## config.mk

```make
export PLATFORM = sky130hd
export DESIGN_NAME = irq_flag_bank
export DESIGN_NICKNAME = d
export VERILOG_FILES = /design/src/core/irq_flag_bank.v
export VERILOG_INCLUDE_DIRS = /design/src /design/src/core
export SDC_FILE = /design/constraint.sdc
export NUM_CORES = 1
export LEC_CHECK = 0
export BUFFER_PORTS_ARGS = -buffer_cell sky130_fd_sc_hd__buf_2
export CAP_MARGIN = 0
export CORE_UTILIZATION = 40
export DETAILED_ROUTE_END_ITERATION = 7
export GPL_TIMING_DRIVEN = 0
export PLACE_DENSITY = 0.79
export SYNTH_ARGS = -nofsm -noshare
export SYNTH_HDL_FRONTEND = slang
export SYNTH_SLANG_ARGS = --single-unit
```

## constraint.sdc

```tcl
create_clock -name REF_CLK -period 2.07 [get_ports REF_CLK]
set_clock_uncertainty 0.05 [all_clocks]
set_input_delay 0.414 -clock REF_CLK [delete_from_list [all_inputs] [get_ports REF_CLK]]
set_output_delay 0.414 -clock REF_CLK [all_outputs]
set_load 0.02 [all_outputs]
```

## src/core/irq_bank_consts.vh

```
// Purpose: Constants for the interrupt request-flag and enable bank
// Assumes: 32-bit AHB-Lite words, one register per aligned word
// Notes:   Masks give the implemented bits of each byte-wide register
`ifndef IRQ_BANK_CONSTS_VH
`define IRQ_BANK_CONSTS_VH

// ----------------------------------------------------------------
// Register byte offsets
// ----------------------------------------------------------------
`define OFS_PRIMARY_IRQ_CTRL_2 8'h00
`define OFS_PRIMARY_IRQ_CTRL_3 8'h04
`define OFS_MULTI_IRQ_GROUP_0  8'h08
`define OFS_GLOBAL_CTRL        8'h28
`define OFS_EVENT_STATUS       8'h2C
`define OFS_EVENT_MASK         8'h30

// ----------------------------------------------------------------
// Bank layout
// ----------------------------------------------------------------
`define BANK_REGS       10
`define IDX_CTRL_2      4'h0
`define IDX_CTRL_3      4'h1
`define IDX_GLOBAL      4'hA
`define IDX_STATUS      4'hB
`define IDX_MASK        4'hC
`define IDX_NONE        4'hF
`define FLAG_LSB        4
`define BYTE_RESET      8'h00
`define WORD_ZERO       32'h00000000

// Implemented bits per register, bank index order
`define MASK_FULL       8'hFF
`define MASK_TWO_PAIRS  8'h33
`define MASK_THREE      8'h77

// Global control and event status fields
`define GLOBAL_EN_BIT   0
`define EVT_FLAG_RISE   0
`define EVT_SERVICED    1
`define EVT_WIDTH       2

`endif

```

## src/core/irq_flag_bank.v

```verilog
// Purpose: Byte-wide interrupt request-flag and enable bank on AHB-Lite
// Assumes: Event inputs are one-cycle pulses from logic on REF_CLK
// Notes:   Reads take one wait state so read data comes from a flip-flop
//
// Overview of operation
// - Ctrl 2 holds flags of groups 3,9,8,2 in bits 7-4, enables in 3-0.
// - Ctrl 3 holds group 5,4 and pin 3,2 flags high, enables low.
// - Group 0 holds std timer 0 and periodic timer 0 match flags and enables.
// - Group 1 repeats group 0 layout for timers 1.
// - Group 2 holds periodic timer 2 flags in 5-4, enables 1-0 only.
// - Group 3 holds serial, SPI, EEPROM, low-voltage flags and enables.
// - Group 4 holds std timer 2 and periodic timer 3 flags and enables.
// - Group 5 holds UART1, UART0 flags in 5-4, enables 1-0.
// - Group 6 holds comparator 0 and periodic timer 4 flags and enables.
// - Group 7 holds comparator 1 and periodic timer 5 flags and enables.
// - Flags read 1 while pending and are software writable.
// - Enable bit 1 permits the source interrupt, 0 blocks it.
// - Unimplemented bits read zero, ignore writes; all bits reset to zero.
// - Global enable at zero suppresses IRQ_VECTOR_REQ; GROUP_REQ and IRQ are not gated by it.
// - Flags still set with enable clear; no vector request results.
// - Service clears global enable; new events still latch in flags.
// - Any flag becoming set wakes the device; preset flags do not.
`timescale 1ns/1ps
`include "irq_bank_consts.vh"

module irq_flag_bank (
	// Clock and reset
	input  wire        REF_CLK,
	input  wire        SRST,
	// AHB-Lite slave
	input  wire        HSEL,
	input  wire [31:0] HADDR,
	input  wire [1:0]  HTRANS,
	input  wire        HWRITE,
	input  wire [2:0]  HSIZE,
	input  wire [31:0] HWDATA,
	input  wire        HREADY,
	output wire [31:0] HRDATA,
	output wire        HREADYOUT,
	output wire        HRESP,
	// Source events, one-cycle pulses
	input  wire [2:0]  STD_TIMER_A_EVT,
	input  wire [2:0]  STD_TIMER_P_EVT,
	input  wire [5:0]  PER_TIMER_A_EVT,
	input  wire [5:0]  PER_TIMER_P_EVT,
	input  wire        SERIAL_EVT,
	input  wire        SPI_EVT,
	input  wire        EEPROM_EVT,
	input  wire        LVD_EVT,
	input  wire [1:0]  UART_EVT,
	input  wire [1:0]  COMP_EVT,
	input  wire [1:0]  EXT_PIN_EVT,
	input  wire [1:0]  GROUP_8_9_REQ,
	// Core side
	input  wire        SERVICE_ACK,
	output wire        IRQ_VECTOR_REQ,
	output wire [7:0]  GROUP_REQ,
	output wire        WAKE_PULSE,
	output wire        IRQ
);

	// ----------------------------------------------------------------
	// Address decode
	// ----------------------------------------------------------------

	// Maps a byte address to a register index, IDX_NONE when unmapped
	function [3:0] reg_index;
		input [31:0] addr;
		begin
			if (addr[31:8] != 24'h000000 || addr[1:0] != 2'h0 || addr[7:2] > 6'h0C)
				reg_index = `IDX_NONE;
			else
				reg_index = addr[5:2];
		end
	endfunction

	// Any flag that is pending with its enable set
	function grp_any;
		input [7:0] b;
		begin
			grp_any = |(b[7:4] & b[3:0]);
		end
	endfunction

	reg  [7:0]  bank_reg [0:`BANK_REGS-1];
	reg         global_en_reg;
	reg  [`EVT_WIDTH-1:0] status_reg;
	reg  [`EVT_WIDTH-1:0] mask_reg;
	reg  [31:0] rdata_reg;
	reg         ready_reg;
	reg         resp_reg;
	reg         wr_pend_reg;
	reg         rd_pend_reg;
	reg  [3:0]  idx_reg;
	reg         vec_req_reg;
	reg  [7:0]  group_req_reg;
	reg         wake_reg;
	reg         irq_reg;

	wire        addr_take;
	wire [3:0]  addr_idx;
	wire [79:0] bank_mask;
	wire [39:0] evt_vec;
	wire [7:0]  bank_next [0:`BANK_REGS-1];
	wire [`BANK_REGS-1:0] flag_rise;
	wire [`BANK_REGS-1:0] any_req;
	reg  [31:0] rd_mux;
	integer     k;

	// Address phase accepted only while the bus is ready
	assign addr_take = HSEL & HTRANS[1] & HREADY;
	assign addr_idx  = reg_index(HADDR);

	// ----------------------------------------------------------------
	// Bank registers
	// ----------------------------------------------------------------

	// Implemented bits, index 9 down to 0
	assign bank_mask = {`MASK_THREE, `MASK_THREE, `MASK_TWO_PAIRS, `MASK_FULL,
		`MASK_FULL, `MASK_TWO_PAIRS, `MASK_FULL, `MASK_FULL, `MASK_FULL, `MASK_FULL};

	// Flag-set events per register, flag order bit 7 down to 4
	assign evt_vec = {
		1'b0, COMP_EVT[1], PER_TIMER_A_EVT[5], PER_TIMER_P_EVT[5],
		1'b0, COMP_EVT[0], PER_TIMER_A_EVT[4], PER_TIMER_P_EVT[4],
		2'h0, UART_EVT[1], UART_EVT[0],
		STD_TIMER_A_EVT[2], STD_TIMER_P_EVT[2], PER_TIMER_A_EVT[3], PER_TIMER_P_EVT[3],
		SERIAL_EVT, SPI_EVT, EEPROM_EVT, LVD_EVT,
		2'h0, PER_TIMER_A_EVT[2], PER_TIMER_P_EVT[2],
		STD_TIMER_A_EVT[1], STD_TIMER_P_EVT[1], PER_TIMER_A_EVT[1], PER_TIMER_P_EVT[1],
		STD_TIMER_A_EVT[0], STD_TIMER_P_EVT[0], PER_TIMER_A_EVT[0], PER_TIMER_P_EVT[0],
		grp_any(bank_reg[7]), grp_any(bank_reg[6]), EXT_PIN_EVT[1], EXT_PIN_EVT[0],
		grp_any(bank_reg[5]), GROUP_8_9_REQ[1], GROUP_8_9_REQ[0], grp_any(bank_reg[4])
	};

	// Each register: write, then OR in events so a set beats a same-cycle clear
	genvar g;
	generate
		for (g = 0; g < `BANK_REGS; g = g + 1) begin : bank
			wire wr_hit;
			assign wr_hit = wr_pend_reg & (idx_reg == g);
			assign bank_next[g] = ((wr_hit ? HWDATA[7:0] : bank_reg[g])
				| {evt_vec[g*4 +: 4], 4'h0}) & bank_mask[g*8 +: 8];
			assign flag_rise[g] = |(bank_next[g][7:4] & ~bank_reg[g][7:4]);
			assign any_req[g]   = grp_any(bank_reg[g]);
		end
	endgenerate

	// One process owns the whole array, so no element has a second driver
	always @(posedge REF_CLK) begin
		for (k = 0; k < `BANK_REGS; k = k + 1) begin
			if (SRST)
				bank_reg[k] <= `BYTE_RESET;
			else
				bank_reg[k] <= bank_next[k];
		end
	end

	// ----------------------------------------------------------------
	// Global enable and core requests
	// ----------------------------------------------------------------

	// Service clear wins over a software write in the same cycle
	always @(posedge REF_CLK) begin
		if (SRST)
			global_en_reg <= 1'b0;
		else if (SERVICE_ACK)
			global_en_reg <= 1'b0;
		else if (wr_pend_reg && idx_reg == `IDX_GLOBAL)
			global_en_reg <= HWDATA[`GLOBAL_EN_BIT];
	end

	// Vector request only from the primary bits, gated by the global enable
	always @(posedge REF_CLK) begin
		if (SRST) begin
			vec_req_reg   <= 1'b0;
			group_req_reg <= 8'h00;
			wake_reg      <= 1'b0;
		end else begin
			vec_req_reg   <= global_en_reg & (any_req[`IDX_CTRL_2] | any_req[`IDX_CTRL_3])
				& ~SERVICE_ACK;
			group_req_reg <= any_req[9:2];
			wake_reg      <= |flag_rise;
		end
	end

	// ----------------------------------------------------------------
	// Event status, mask and interrupt output
	// ----------------------------------------------------------------

	// Read of the status register clears it; a new event beats the clear
	always @(posedge REF_CLK) begin
		if (SRST) begin
			status_reg <= {`EVT_WIDTH{1'b0}};
			mask_reg   <= {`EVT_WIDTH{1'b0}};
			irq_reg    <= 1'b0;
		end else begin
			status_reg <= ((rd_pend_reg && idx_reg == `IDX_STATUS) ? {`EVT_WIDTH{1'b0}} : status_reg)
				| {SERVICE_ACK, |flag_rise};
			if (wr_pend_reg && idx_reg == `IDX_MASK)
				mask_reg <= HWDATA[`EVT_WIDTH-1:0];
			irq_reg <= |(status_reg & mask_reg);
		end
	end

	// ----------------------------------------------------------------
	// AHB-Lite slave
	// ----------------------------------------------------------------

	// Read mux, unmapped addresses read zero
	always @* begin
		rd_mux = `WORD_ZERO;
		if (idx_reg < `BANK_REGS)
			rd_mux[7:0] = bank_reg[idx_reg];
		else if (idx_reg == `IDX_GLOBAL)
			rd_mux[`GLOBAL_EN_BIT] = global_en_reg;
		else if (idx_reg == `IDX_STATUS)
			rd_mux[`EVT_WIDTH-1:0] = status_reg;
		else if (idx_reg == `IDX_MASK)
			rd_mux[`EVT_WIDTH-1:0] = mask_reg;
	end

	// Writes complete at once; reads insert one wait state, then hold data
	always @(posedge REF_CLK) begin
		if (SRST) begin
			wr_pend_reg <= 1'b0;
			rd_pend_reg <= 1'b0;
			idx_reg     <= `IDX_NONE;
			ready_reg   <= 1'b1;
			resp_reg    <= 1'b0;
			rdata_reg   <= `WORD_ZERO;
		end else begin
			resp_reg <= 1'b0;                                                             // Always OKAY
			if (rd_pend_reg) begin
				rd_pend_reg <= 1'b0;
				ready_reg   <= 1'b1;
				rdata_reg   <= rd_mux;
			end else begin
				wr_pend_reg <= addr_take & HWRITE;
				rd_pend_reg <= addr_take & ~HWRITE;
				ready_reg   <= ~(addr_take & ~HWRITE);
				if (addr_take)
					idx_reg <= addr_idx;
			end
		end
	end

	assign HRDATA         = rdata_reg;
	assign HREADYOUT      = ready_reg;
	assign HRESP          = resp_reg;
	assign IRQ_VECTOR_REQ = vec_req_reg;
	assign GROUP_REQ      = group_req_reg;
	assign WAKE_PULSE     = wake_reg;
	assign IRQ            = irq_reg;

endmodule

```

* Word level (Yosys, flattened, before mapping)
Memories as Yosys holds them, arrays and structs flattened. A register that Yosys moved wholly into a read port is not among the register bits.
Cells that the tools add are included.
** Storage, ports and cells
- Register bits :: 31
- Latch bits :: 0
- Memory bits (writable) :: 80
- ROM bits :: 0
- Input port bits :: 105
- Output and inout bits :: 45
- Logic and storage cells :: 156
- Memories kept :: 1
** Operators by class
- $add $sub $neg :: 0
- $mul :: 0
- Divide/modulo/power cells :: 0
- Magnitude comparators :: 2
- Eq/ne operators :: 12
- Shift operators :: 0
- Mux-type cells :: 33
- Bitwise operators :: 73
- Reduce and logical (&&, ||, !) cells :: 23
** Memories
- bank_reg :: words 10, width 8, rd ports 11, clocked after memory_dff 1, write ports 10, line irq_flag_bank.v:85 : reg [7:0] bank_reg [0:`BANK_REGS-1];
** Operator list (count)
- $mux W8 :: 16
- $and A4 B4 Y4 :: 16
- $or A8 B8 Y8 :: 6
- $not A4 Y4 :: 10
- $reduce_or A4 Y1 :: 10
- $reduce_or A40 Y1 :: 1
- $reduce_bool A24 Y1 :: 1
- $eq A4 B4 Y1 const B :: 5
- $mux W6 :: 3
- $and A1 B1 Y1 :: 16
- $eq A4 B3 Y1 const B :: 4
- $mux W7 :: 2
- $or A7 B7 Y7 :: 2
- $mux W4 :: 3
- $or A6 B6 Y6 :: 2
- $or A1 B1 Y1 :: 11
- $and A2 B4 Y4 :: 2
- $and A3 B4 Y4 :: 2
- $eq A4 B2 Y1 const B :: 2
- $mux W2 :: 4
- $gt A6 B4 Y1 const B :: 1
- $reduce_or A2 Y1 :: 3
- $mux W1 :: 5
- $eq A4 B1 Y1 const B :: 1
- other kinds (9) :: 15

* Logic depth before layout (Yosys ltp)
Gate-level depths: netlist (run 1).
- Word-level depth :: 7
- Gate-level depth with buffers :: 8
- Depth with buffers taken out :: 6

* Least setup slack after synthesis (run 1)
OpenSTA, ideal clock, no wires.
- Kind :: flip-flop to flip-flop
- From :: reg idx_reg[2]
- To :: reg wake_reg (netlist: WAKE_PULSE)
- Library setup time :: 140 ps
- Arrival :: 1743 ps
- Data required time :: 1880 ps
- Setup slack :: 137 ps
- Stages on the path, launching flop included :: 8
- Path buffers :: 1
- Clock period less this slack :: 1933 ps
- Cell sequence :: dfxtp_1 -> and3b_1 -> buf_6 -> nand2_2 -> o22ai_1 -> a2111o_1 -> nor4_4 -> a41oi_1
** On the way
- Longest elaborated chain between the ends :: 6
- Elaborated cells on any way between the ends :: 51
- Those cells by class :: eq/ne: 9; mux: 10; bitwise: 30; reduce/logical: 2
** RTL lines
- start: declaration :: line irq_flag_bank.v:94 : reg [3:0] idx_reg;
- start signal: assignment :: line irq_flag_bank.v:228 : idx_reg <= `IDX_NONE;
- start signal: assignment :: line irq_flag_bank.v:243 : idx_reg <= addr_idx;
- $eq A4 B1 Y1, or another cell as far along :: line irq_flag_bank.v:141 : assign wr_hit = wr_pend_reg & (idx_reg == g);
- $and A1 B1 Y1 :: line irq_flag_bank.v:141
- $mux W8, or another cell as far along :: line irq_flag_bank.v:142 : assign bank_next[g] = ((wr_hit ? HWDATA[7:0] : bank_reg[g])
- $or A8 B8 Y8, or another cell as far along :: line irq_flag_bank.v:143 : | {evt_vec[g*4 +: 4], 4'h0}) & bank_mask[g*8 +: 8];
- $and A4 B4 Y4, or another cell as far along :: line irq_flag_bank.v:144 : assign flag_rise[g] = |(bank_next[g][7:4] & ~bank_reg[g][7:4]);
- $reduce_or A40 Y1 * :: line irq_flag_bank.v:183 : wake_reg <= |flag_rise;
- end signal: assignment :: line irq_flag_bank.v:183
- end: declaration :: line irq_flag_bank.v:97 : reg wake_reg;
Every way passes the cells marked *; elsewhere a longest branch is shown, timed or not.
A chain may end at the register's enable or synchronous reset.

* Worst setup path in the final report (run 1)
- From :: reg idx_reg[3]
- To :: reg status_reg[0]
** On the way
- Longest elaborated chain between the ends :: 7
- Elaborated cells on any way between the ends :: 55
- Those cells by class :: eq/ne: 10; mux: 11; bitwise: 31; reduce/logical: 3
** RTL lines
- $eq A4 B1 Y1, or another cell as far along :: line irq_flag_bank.v:141
- $and A1 B1 Y1 :: line irq_flag_bank.v:141
- $mux W8, or another cell as far along :: line irq_flag_bank.v:142
- $or A8 B8 Y8, or another cell as far along :: line irq_flag_bank.v:143
- $and A4 B4 Y4, or another cell as far along :: line irq_flag_bank.v:144
- $reduce_or A40 Y1 :: line irq_flag_bank.v:199 : | {SERVICE_ACK, |flag_rise};
- $or A2 B2 Y2 * :: line irq_flag_bank.v:198 : status_reg <= ((rd_pend_reg && idx_reg == `IDX_STATUS) ? {`EVT_WIDTH{1'b0}} : status_reg)
- end signal: assignment :: line irq_flag_bank.v:194 : status_reg <= {`EVT_WIDTH{1'b0}};
- end signal: assignment :: line irq_flag_bank.v:198
- end: declaration :: line irq_flag_bank.v:87 : reg [`EVT_WIDTH-1:0] status_reg;
Marked as above.

==> impl_results.md, run 1 <==
* Clock sinks at 103
* Worst vdd ir at 354 uV
* Initial Util at 41.1%
* Sequential share of the synthesized area at 39.8%
* Critical path fanouts, max at 10
* Max cap viols at 0
* Filler cells at 1,190
* Largest net degree at the start of global routing at 16
* DP HPWL at 13,300 um
* Post-route worst setup slack at -0.0431 ns
* Final Hold Fails at 0
* Die Y at 116 um
* Vias at 5,412
* CP startpoint kind: flip-flop
* Starting DRT DRC Count at 671
* Power, Total at 0.00425 W
* GPL Wtd Cong at 0.978
* Die X at 116 um
* Required @ worst endpoint at 2.29 ns
* #FFs+latches synth at 103
* Core ar. at 12,600 sq um
* Congestion Overflow GR at 0
* HP Start: PER_TIMER_A_EVT[5]
* DR vias/cell at 5.66
* Worst slack, placed at -0.435 ns
* Clock Path Buffers at 2
* CP Class: reg -> reg
* GR Util All Layers at 28.0%
* Flop pwr share at 49.5%
* Hold path cells at 3
* Placed cell count at 918
* Clock Root Buffer: clkbuf_16
* Psw at 0.00105 W
* Power Density at 629 nW/um^2
* Switching Fraction at 24.7%
* Max reg flops at 68
* CTS tree: yes
* DIE AREA at 13,400 sq um
* Final WL at 18,300 um
* Clock latency on the worst-skew pair at 0.35 ns
* Max-slew violations at 0
* Hold endpoint: bank_reg[9][5]$_SDFF_PP0_
* Worst R2R Start: idx_reg[3]$_SDFFE_PP1P_
* Crit end category: flip-flop
* Port Buffers at 91
* Final non-filler cell total at 957
* Worst Reg-to-Reg Cells at 7
* Layout cells sized above 1 at 29.7%
* Pleak at 2.89 nW
* Cell count after synthesis at 631
* Final setup violation count at 2
* Clock slew at reported path FFs at 0.07 ns
* Status: complete, but fails checks
* Int Pwr at 0.00320 W
* Reg2reg end: status_reg[0]$_SDFF_PP0_
* Cell row count at 41
* Syn-to-layout area delta at 30.3%
* Slew @ Worst Pin at 0.798 ns
* Final core occ at 53.6%
* Antenna violations before repair at 0
* Clk pwr share at 40.6%
* Asr flop ratio synth at 0%
* Synthesized area at 5190 sq um
* R2R Setup Slk at -0.04 ns
* Syn Area/Cell at 8.22 sq um
* CTS H-tree depth at 3
* Residual DRC at 0
* Failing checks: negative setup slack
* Number of diodes at 0
* Fmax at 0.473 GHz
* Crit share post-route at 102%
* DRT Pass-1 Iters at 8
* Yosys Warn Count at 0
* Logic pwr share at 10.0%
* Routed wire length per instance at 19.2 um
* Library cells used by synthesis at 62
* CP arrival at 2.33 ns
* Global-route wire length before repair at 27,600 um
* I/O pins at 150
* Num CTS Buffers at 9
* Remaining antenna violation count at 0
* Worst min path class: in -> reg
* EDFF count, synth at 0
* Number of global-route vias before repair at 4,905
* Post-layout nets at 887
* RSZ-0062 raised after global routing: true
* Worst slew margin at 46.7%
* Top FF cell, synth: dfxtp_1
* Final min period at 2.11 ns
* Hold Buf Count CTS at 0
==> area by class of cell <==
| class | count | area [sq um] | area share (%) |
|---|---|---|---|
| plain buffers | 57 | 354 | 5.24 |
| clock buffers | 11 | 253 | 3.74 |
| clock inverters | 3 | 43.8 | 0.648 |
| inverters | 32 | 120 | 1.78 |
| multi-input cells | 461 | 3000 | 44.4 |
| flip-flops and latches | 103 | 2080 | 30.7 |
| well taps | 172 | 215 | 3.18 |
| repair buffers | 118 | 698 | 10.3 |
==> worst max-delay path, stage by stage, from the launching register on <==
cell,delay [ns]
dfxtp_2,0.33
buf_6,0.12
nor3b_4,0.46
nand3_4,0.24
o32ai_1,0.37
or4_4,0.21
nor4_4,0.04
a31oi_1,0.21
==> metrics by stage <==
stage | hold slack [ns] | setup TNS, ns | cell area (sq um)
after global placement | 0.407 | -1.32 | 5950
after floorplan | 0.372 | 0 | 5280
after global routing | 0.253 | -0.138 | 6760
after CTS | 0.236 | -0.109 | 6570
after detailed placement | 0.414 | -1.24 | 5950
final | 0.235 | -0.0857 | 6760
==> what timing repair did <==
action                                 in CTS  in global routing
setup buffers                              16                 11
endpoints found under the hold margin       0                  0
pin swaps                                  10                 10
setup endpoints to repair                  15                  9
gates resized for setup                    47                 32
==> cell usage in the layout (no fill, tap or decap), types with 4 or more instances in the layout <==
master / Yosys / layout
a211oi_1: 7 / 6
nor2_2: 1 / 6
nor2b_1: 14 / 11
o22ai_2: 0 / 4
clkbuf_1: 27 / 21
nor4_1: 7 / 7
nand4_1: 4 / 4
buf_2: 6 / 93
a22oi_1: 16 / 15
a31oi_1: 24 / 22
inv_1: 31 / 31
a21oi_1: 55 / 54
mux4_2: 12 / 12
nand2b_1: 20 / 20
dfxtp_2: 0 / 9
nand2_2: 1 / 4
nor2_1: 53 / 46
conb_1: 1 / 25
mux2i_1: 17 / 17
o21ai_1: 4 / 5
buf_4: 25 / 47
nand3_1: 5 / 4
dfxtp_1: 103 / 93
o22ai_1: 13 / 9
o21ai_0: 6 / 5
clkbuf_16: 0 / 9
buf_6: 1 / 7
nand2_1: 116 / 111
==> how the worst max path moves through the flow <==
stage                                        start                  endpoint  cells after the start
after CTS                  idx_reg[2]$_SDFFE_PP1P_     WAKE_PULSE$_SDFF_PP0_                      7
final                      idx_reg[3]$_SDFFE_PP1P_  status_reg[0]$_SDFF_PP0_                      7
after global placement     idx_reg[3]$_SDFFE_PP1P_     WAKE_PULSE$_SDFF_PP0_                      7
after floorplan            idx_reg[2]$_SDFFE_PP1P_     WAKE_PULSE$_SDFF_PP0_                      7
after detailed placement   idx_reg[3]$_SDFFE_PP1P_     WAKE_PULSE$_SDFF_PP0_                      7
after global routing      wr_pend_reg$_SDFFE_PP0N_     WAKE_PULSE$_SDFF_PP0_                      8
==> layer usage <==
| metal | global-route usage, % | part of all wire [%] | vias up |
|---|---|---|---|
| li1 | - | - | 2485 |
| met1 | 36.3 | 41 | 2491 |
| met2 | 44.2 | 45 | 374 |
| met3 | 6.85 | 10 | 62 |
| met4 | 12.1 | 3.6 | 0 |
| met5 | 0 | 0 | - |
==> cell families (layout without fill, tap and decap cells) <==
group | count (synthesis) | in the layout | share of synthesized area [%]
DFF | 103 | 103 | 39.8
other | 1 | 25 | 0.0723
and+or+nand+nor | 245 | 245 | 22.4
AOI/OAI and AO/OA | 159 | 159 | 19.9
buffers and inverters | 91 | 221 | 8.69
muxes | 32 | 32 | 9.14
==> synthesized netlist by cell type, types with 12 or more instances <==
library cell,number,area [sq um]
o22ai_1,13,81.3
nand2_1,116,435
a21oi_1,55,275
mux2i_1,17,170
mux4_2,12,270
buf_4,25,188
a31oi_1,24,150
nor2b_1,14,87.6
dfxtp_1,103,2060
nor2_1,53,199
a22oi_1,16,120
nand2b_1,20,125
clkbuf_1,27,101
inv_1,31,116
==> power groups by stage <==
stage / registers [W] / logic [W] / clock network (W)
4_1_cts: 0.00210 / 0.000407 / 0.00173
6_report: 0.00210 / 0.000423 / 0.00172
2_1_floorplan: 0.00211 / 0.000245 / 0
3_3_place_gp: 0.00214 / 0.000394 / 0
3_5_place_dp: 0.00214 / 0.000396 / 0
5_1_grt: 0.00210 / 0.000454 / 0.00181
(Power assumes the default switching activity.)
==> run 2, diff against run 1 <==
--- a/config.mk
+++ b/config.mk
@@ -8,6 +8,7 @@
 export LEC_CHECK = 0
 export BUFFER_PORTS_ARGS = -buffer_cell sky130_fd_sc_hd__buf_2
 export CAP_MARGIN = 0
+export CORE_ASPECT_RATIO = 1.75
 export CORE_UTILIZATION = 40
 export DETAILED_ROUTE_END_ITERATION = 7
 export GPL_TIMING_DRIVEN = 0
==> constraint.sdc (replaced) <==
create_clock -name REF_CLK -period 1.8 [get_ports REF_CLK]
set_clock_uncertainty 0.05 [all_clocks]
set_input_delay 0.36 -clock REF_CLK [delete_from_list [all_inputs] [get_ports REF_CLK]]
set_output_delay 0.36 -clock REF_CLK [all_outputs]
set_load 0.02 [all_outputs]
==> run 2 against run 1 <==
The flow still finishes with violations (negative setup slack). First-iteration DRC count down 11%. Core utilization rose by 1.5 points. Worst setup slack got worse by 0.30 ns. Cell count is 0.31% lower. Cell area grew 2.4%. Sequential share of layout area is 0.63 points lower. Via count up 2.4%. Non-clock buffer count down 1. Hold slack got worse by 0.037 ns. Critical path depth shrank 1. Die area rose by 0.14%. Largest power group unchanged. Highest routed layer unchanged.
==> impl_results.md, run 2 (synthesis gave the netlist of run 1 again) <==
* Status: complete, but fails checks
* Failing checks: negative setup slack
* Max-slew violations at 0 (unchanged)
* WHS at 0.197 ns (-0.0372 ns)
* Syn-to-layout area delta at 33.4%
* Cell row count at 54 (+32%)
* Power, Total at 0.00497 W (+17%)
* Required @ worst endpoint at 1.96 ns (-0.33 ns)
* Final min period at 2.14 ns (+0.0270 ns)
* Routed wire length per instance at 21.1 um (+10%)
* Final Hold Fails at 0 (unchanged)
* Hold endpoint: bank_reg[9][5]$_SDFF_PP0_
* Critical path depth at 6 (-1)
* Filler cells at 1,193 (+0.25%)
* Crit end category: flip-flop
* CP Cell Sequence: a22o_1, a221oi_2, a21boi_2, o22ai_4, nor4_4, a41oi_2
* Worst Reg-to-Reg Cells at 6 (-1)
* Most common cell after layout, fill and taps aside: nand2_1
* Crit share post-route at 119% (+17 points)
* Placed cell area at 5970 sq um (+0.46%)
* Power Density at 719 nW/um^2 (+14%)
* Highest-delay cell along the critical path: dfxtp_1
* CTS tree: yes
* Post-layout nets at 886 (-0.11%)
* CP startpoint kind: flip-flop
* Fmax at 0.467 GHz (-1.3%)
* Port Buffers at 91 (unchanged)
* HP Start: PER_TIMER_A_EVT[5]
* Remaining antenna violation count at 0 (unchanged)
* DR vias/cell at 5.81 (+2.7%)
* Clock Root Buffer: clkbuf_16
* Final core occ at 55.1% (+1.5 points)
* Starting DRT DRC Count at 594 (-11%)
* R2R Setup Slk at -0.34 ns (-0.30 ns)
* DIE AREA at 13,400 sq um (+0.14%)
* Die Y at 153 um (+32%)
* Most frequent cells in the layout: nand2_1 (107), dfxtp_1 (96), buf_2 (93), a21oi_1 (46), nor2_1 (46)
* Layout cells sized above 1 at 32.2% (+2.5 points)
* Clock slew at reported path FFs at 0.07 ns (about the same)
* Max cap viols at 0 (unchanged)
* Congestion Overflow GR at 0 (unchanged)
* Die X at 88.1 um (-24%)
* Design area at 6920 sq um (+2.4%)
* CTS H-tree depth at 3 (unchanged)
* Num CTS Buffers at 9 (unchanged)
* Worst slew margin at 45.9% (-0.80 points)
* Final setup violation count at 5 (+3)
* Antenna violations before repair at 0 (unchanged)
* Worst min path class: in -> reg
* Initial Util at 41.3% (+0.17 points)
* Vias at 5,543 (+2.4%)
* WP buf/inv at 0 (-1)
* I/O pins at 150 (unchanged)
* Hold path cells at 3 (unchanged)
* Core ar. at 12,600 sq um (-0.42%)
* DRT Pass-1 Iters at 6 (-2)
* CP max stage delay at 0.37 ns (-0.09 ns)
* GPL Wtd Cong at 1.06 (+8.2%)
* Global-route wire length before repair at 29,700 um (+7.6%)
* Final WL at 20,100 um (+9.8%)
* Residual DRC at 0 (unchanged)
* Slew @ Worst Pin at 0.811 ns (+0.0129 ns)
* GR Util All Layers at 30.3% (+2.3 points)
* CP Class: reg -> reg
* Max reg flops at 68 (unchanged)
* Number of global-route vias before repair at 5,356 (+9.2%)
* Post-route worst setup slack at -0.340 ns (-0.297 ns)
* RSZ-0062 raised after global routing: true
* Worst R2R Start: bank_reg[6][4]$_SDFF_PP0_
* Critical path fanouts, max at 5 (-5)
* Reg2reg end: WAKE_PULSE$_SDFF_PP0_
* Pleak at 2.92 nW (+0.93%)
* Worst vdd ir at 445 uV (+26%)
* Largest net degree at the start of global routing at 16 (unchanged)
* DP HPWL at 14,400 um (+8.6%)
* Number of diodes at 0 (unchanged)
* Hold Buf Count CTS at 0 (unchanged)
* Clock sinks at 103 (unchanged)
* CP delay by family, top: compound AO/OA/AOI/OAI gates
* CP arrival at 2.30 ns (-0.03 ns)
* Clock Path Buffers at 2 (unchanged)
* Placed cell count at 914 (-0.44%)
* Clock latency on the worst-skew pair at 0.36 ns (about the same)
* Final non-filler cell total at 954 (-0.31%)
## run 2: cell types whose count changed in the layout (fill, tap and decap cells not counted), moves of 4 or more
cell     before  now
nor2_4        2    7
nand2_1     111  107
dfxtp_2       9    2
dfxtp_4       1    5
nor2_2        6    1
a21oi_2       1    9
nand2_2       4    8
a21oi_1      54   46
## run 2: through the flow
| step | setup TNS [ns] | worst slack [ns] |
|---|---|---|
| final | -0.756 | -0.340 |
| after floorplan | -0.120 | -0.0726 |
| after CTS | -1.39 | -0.315 |
| after global placement | -13.12 | -0.745 |
| after detailed placement | -14.39 | -0.748 |
| after global routing | -1.46 | -0.343 |
## run 2: what timing repair did
item                       in CTS  in global routing
pin swaps                      12                 26
hold endpoints to repair        0                  0
setup endpoints to repair      59                 52
setup buffers                  14                 13
resized for setup              61                 57
## run 2: final cells by class
| type | count | area, sq um | share of cell area [%] |
|---|---|---|---|
| clock inverters | 3 | 40.0 | 0.579 |
| multi-input cells | 461 | 3130 | 45.2 |
| well taps | 168 | 210 | 3.04 |
| repair buffers | 116 | 674 | 9.75 |
| clock buffers | 13 | 270 | 3.91 |
| flip-flops and latches | 103 | 2080 | 30.1 |
| plain buffers | 58 | 395 | 5.71 |
| inverters | 32 | 120 | 1.74 |
## run 2: how the worst max path moves through the flow
stage                               from                     to
2_1_floorplan    idx_reg[2]$_SDFFE_PP1P_  WAKE_PULSE$_SDFF_PP0_
3_3_place_gp     idx_reg[3]$_SDFFE_PP1P_  WAKE_PULSE$_SDFF_PP0_
3_5_place_dp     idx_reg[3]$_SDFFE_PP1P_  WAKE_PULSE$_SDFF_PP0_
4_1_cts          idx_reg[3]$_SDFFE_PP1P_  WAKE_PULSE$_SDFF_PP0_
5_1_grt          idx_reg[2]$_SDFFE_PP1P_  WAKE_PULSE$_SDFF_PP0_
6_report       bank_reg[6][4]$_SDFF_PP0_  WAKE_PULSE$_SDFF_PP0_
## run 2: where the power goes
group	internal (W)	switching (W)
registers	0.00233	0.0000855
logic	0.000211	0.000293
clock network	0.00119	0.000868
total	0.00373	0.00125
## run 2: worst min-delay path, stage by stage
cell and delay, ns:
buf_2 0.09, a211oi_1 0.04, nor2_1 0.07
## run 2: routing by layer
metal / global-route usage (%) / share of wire, % / up-vias
met3: 5.20 / 7.5 / 101
met2: 50.8 / 50 / 366
li1: - / - / 2485
met5: 0 / 0 / -
met1: 32.1 / 34 / 2591
met4: 25.0 / 8.2 / 0
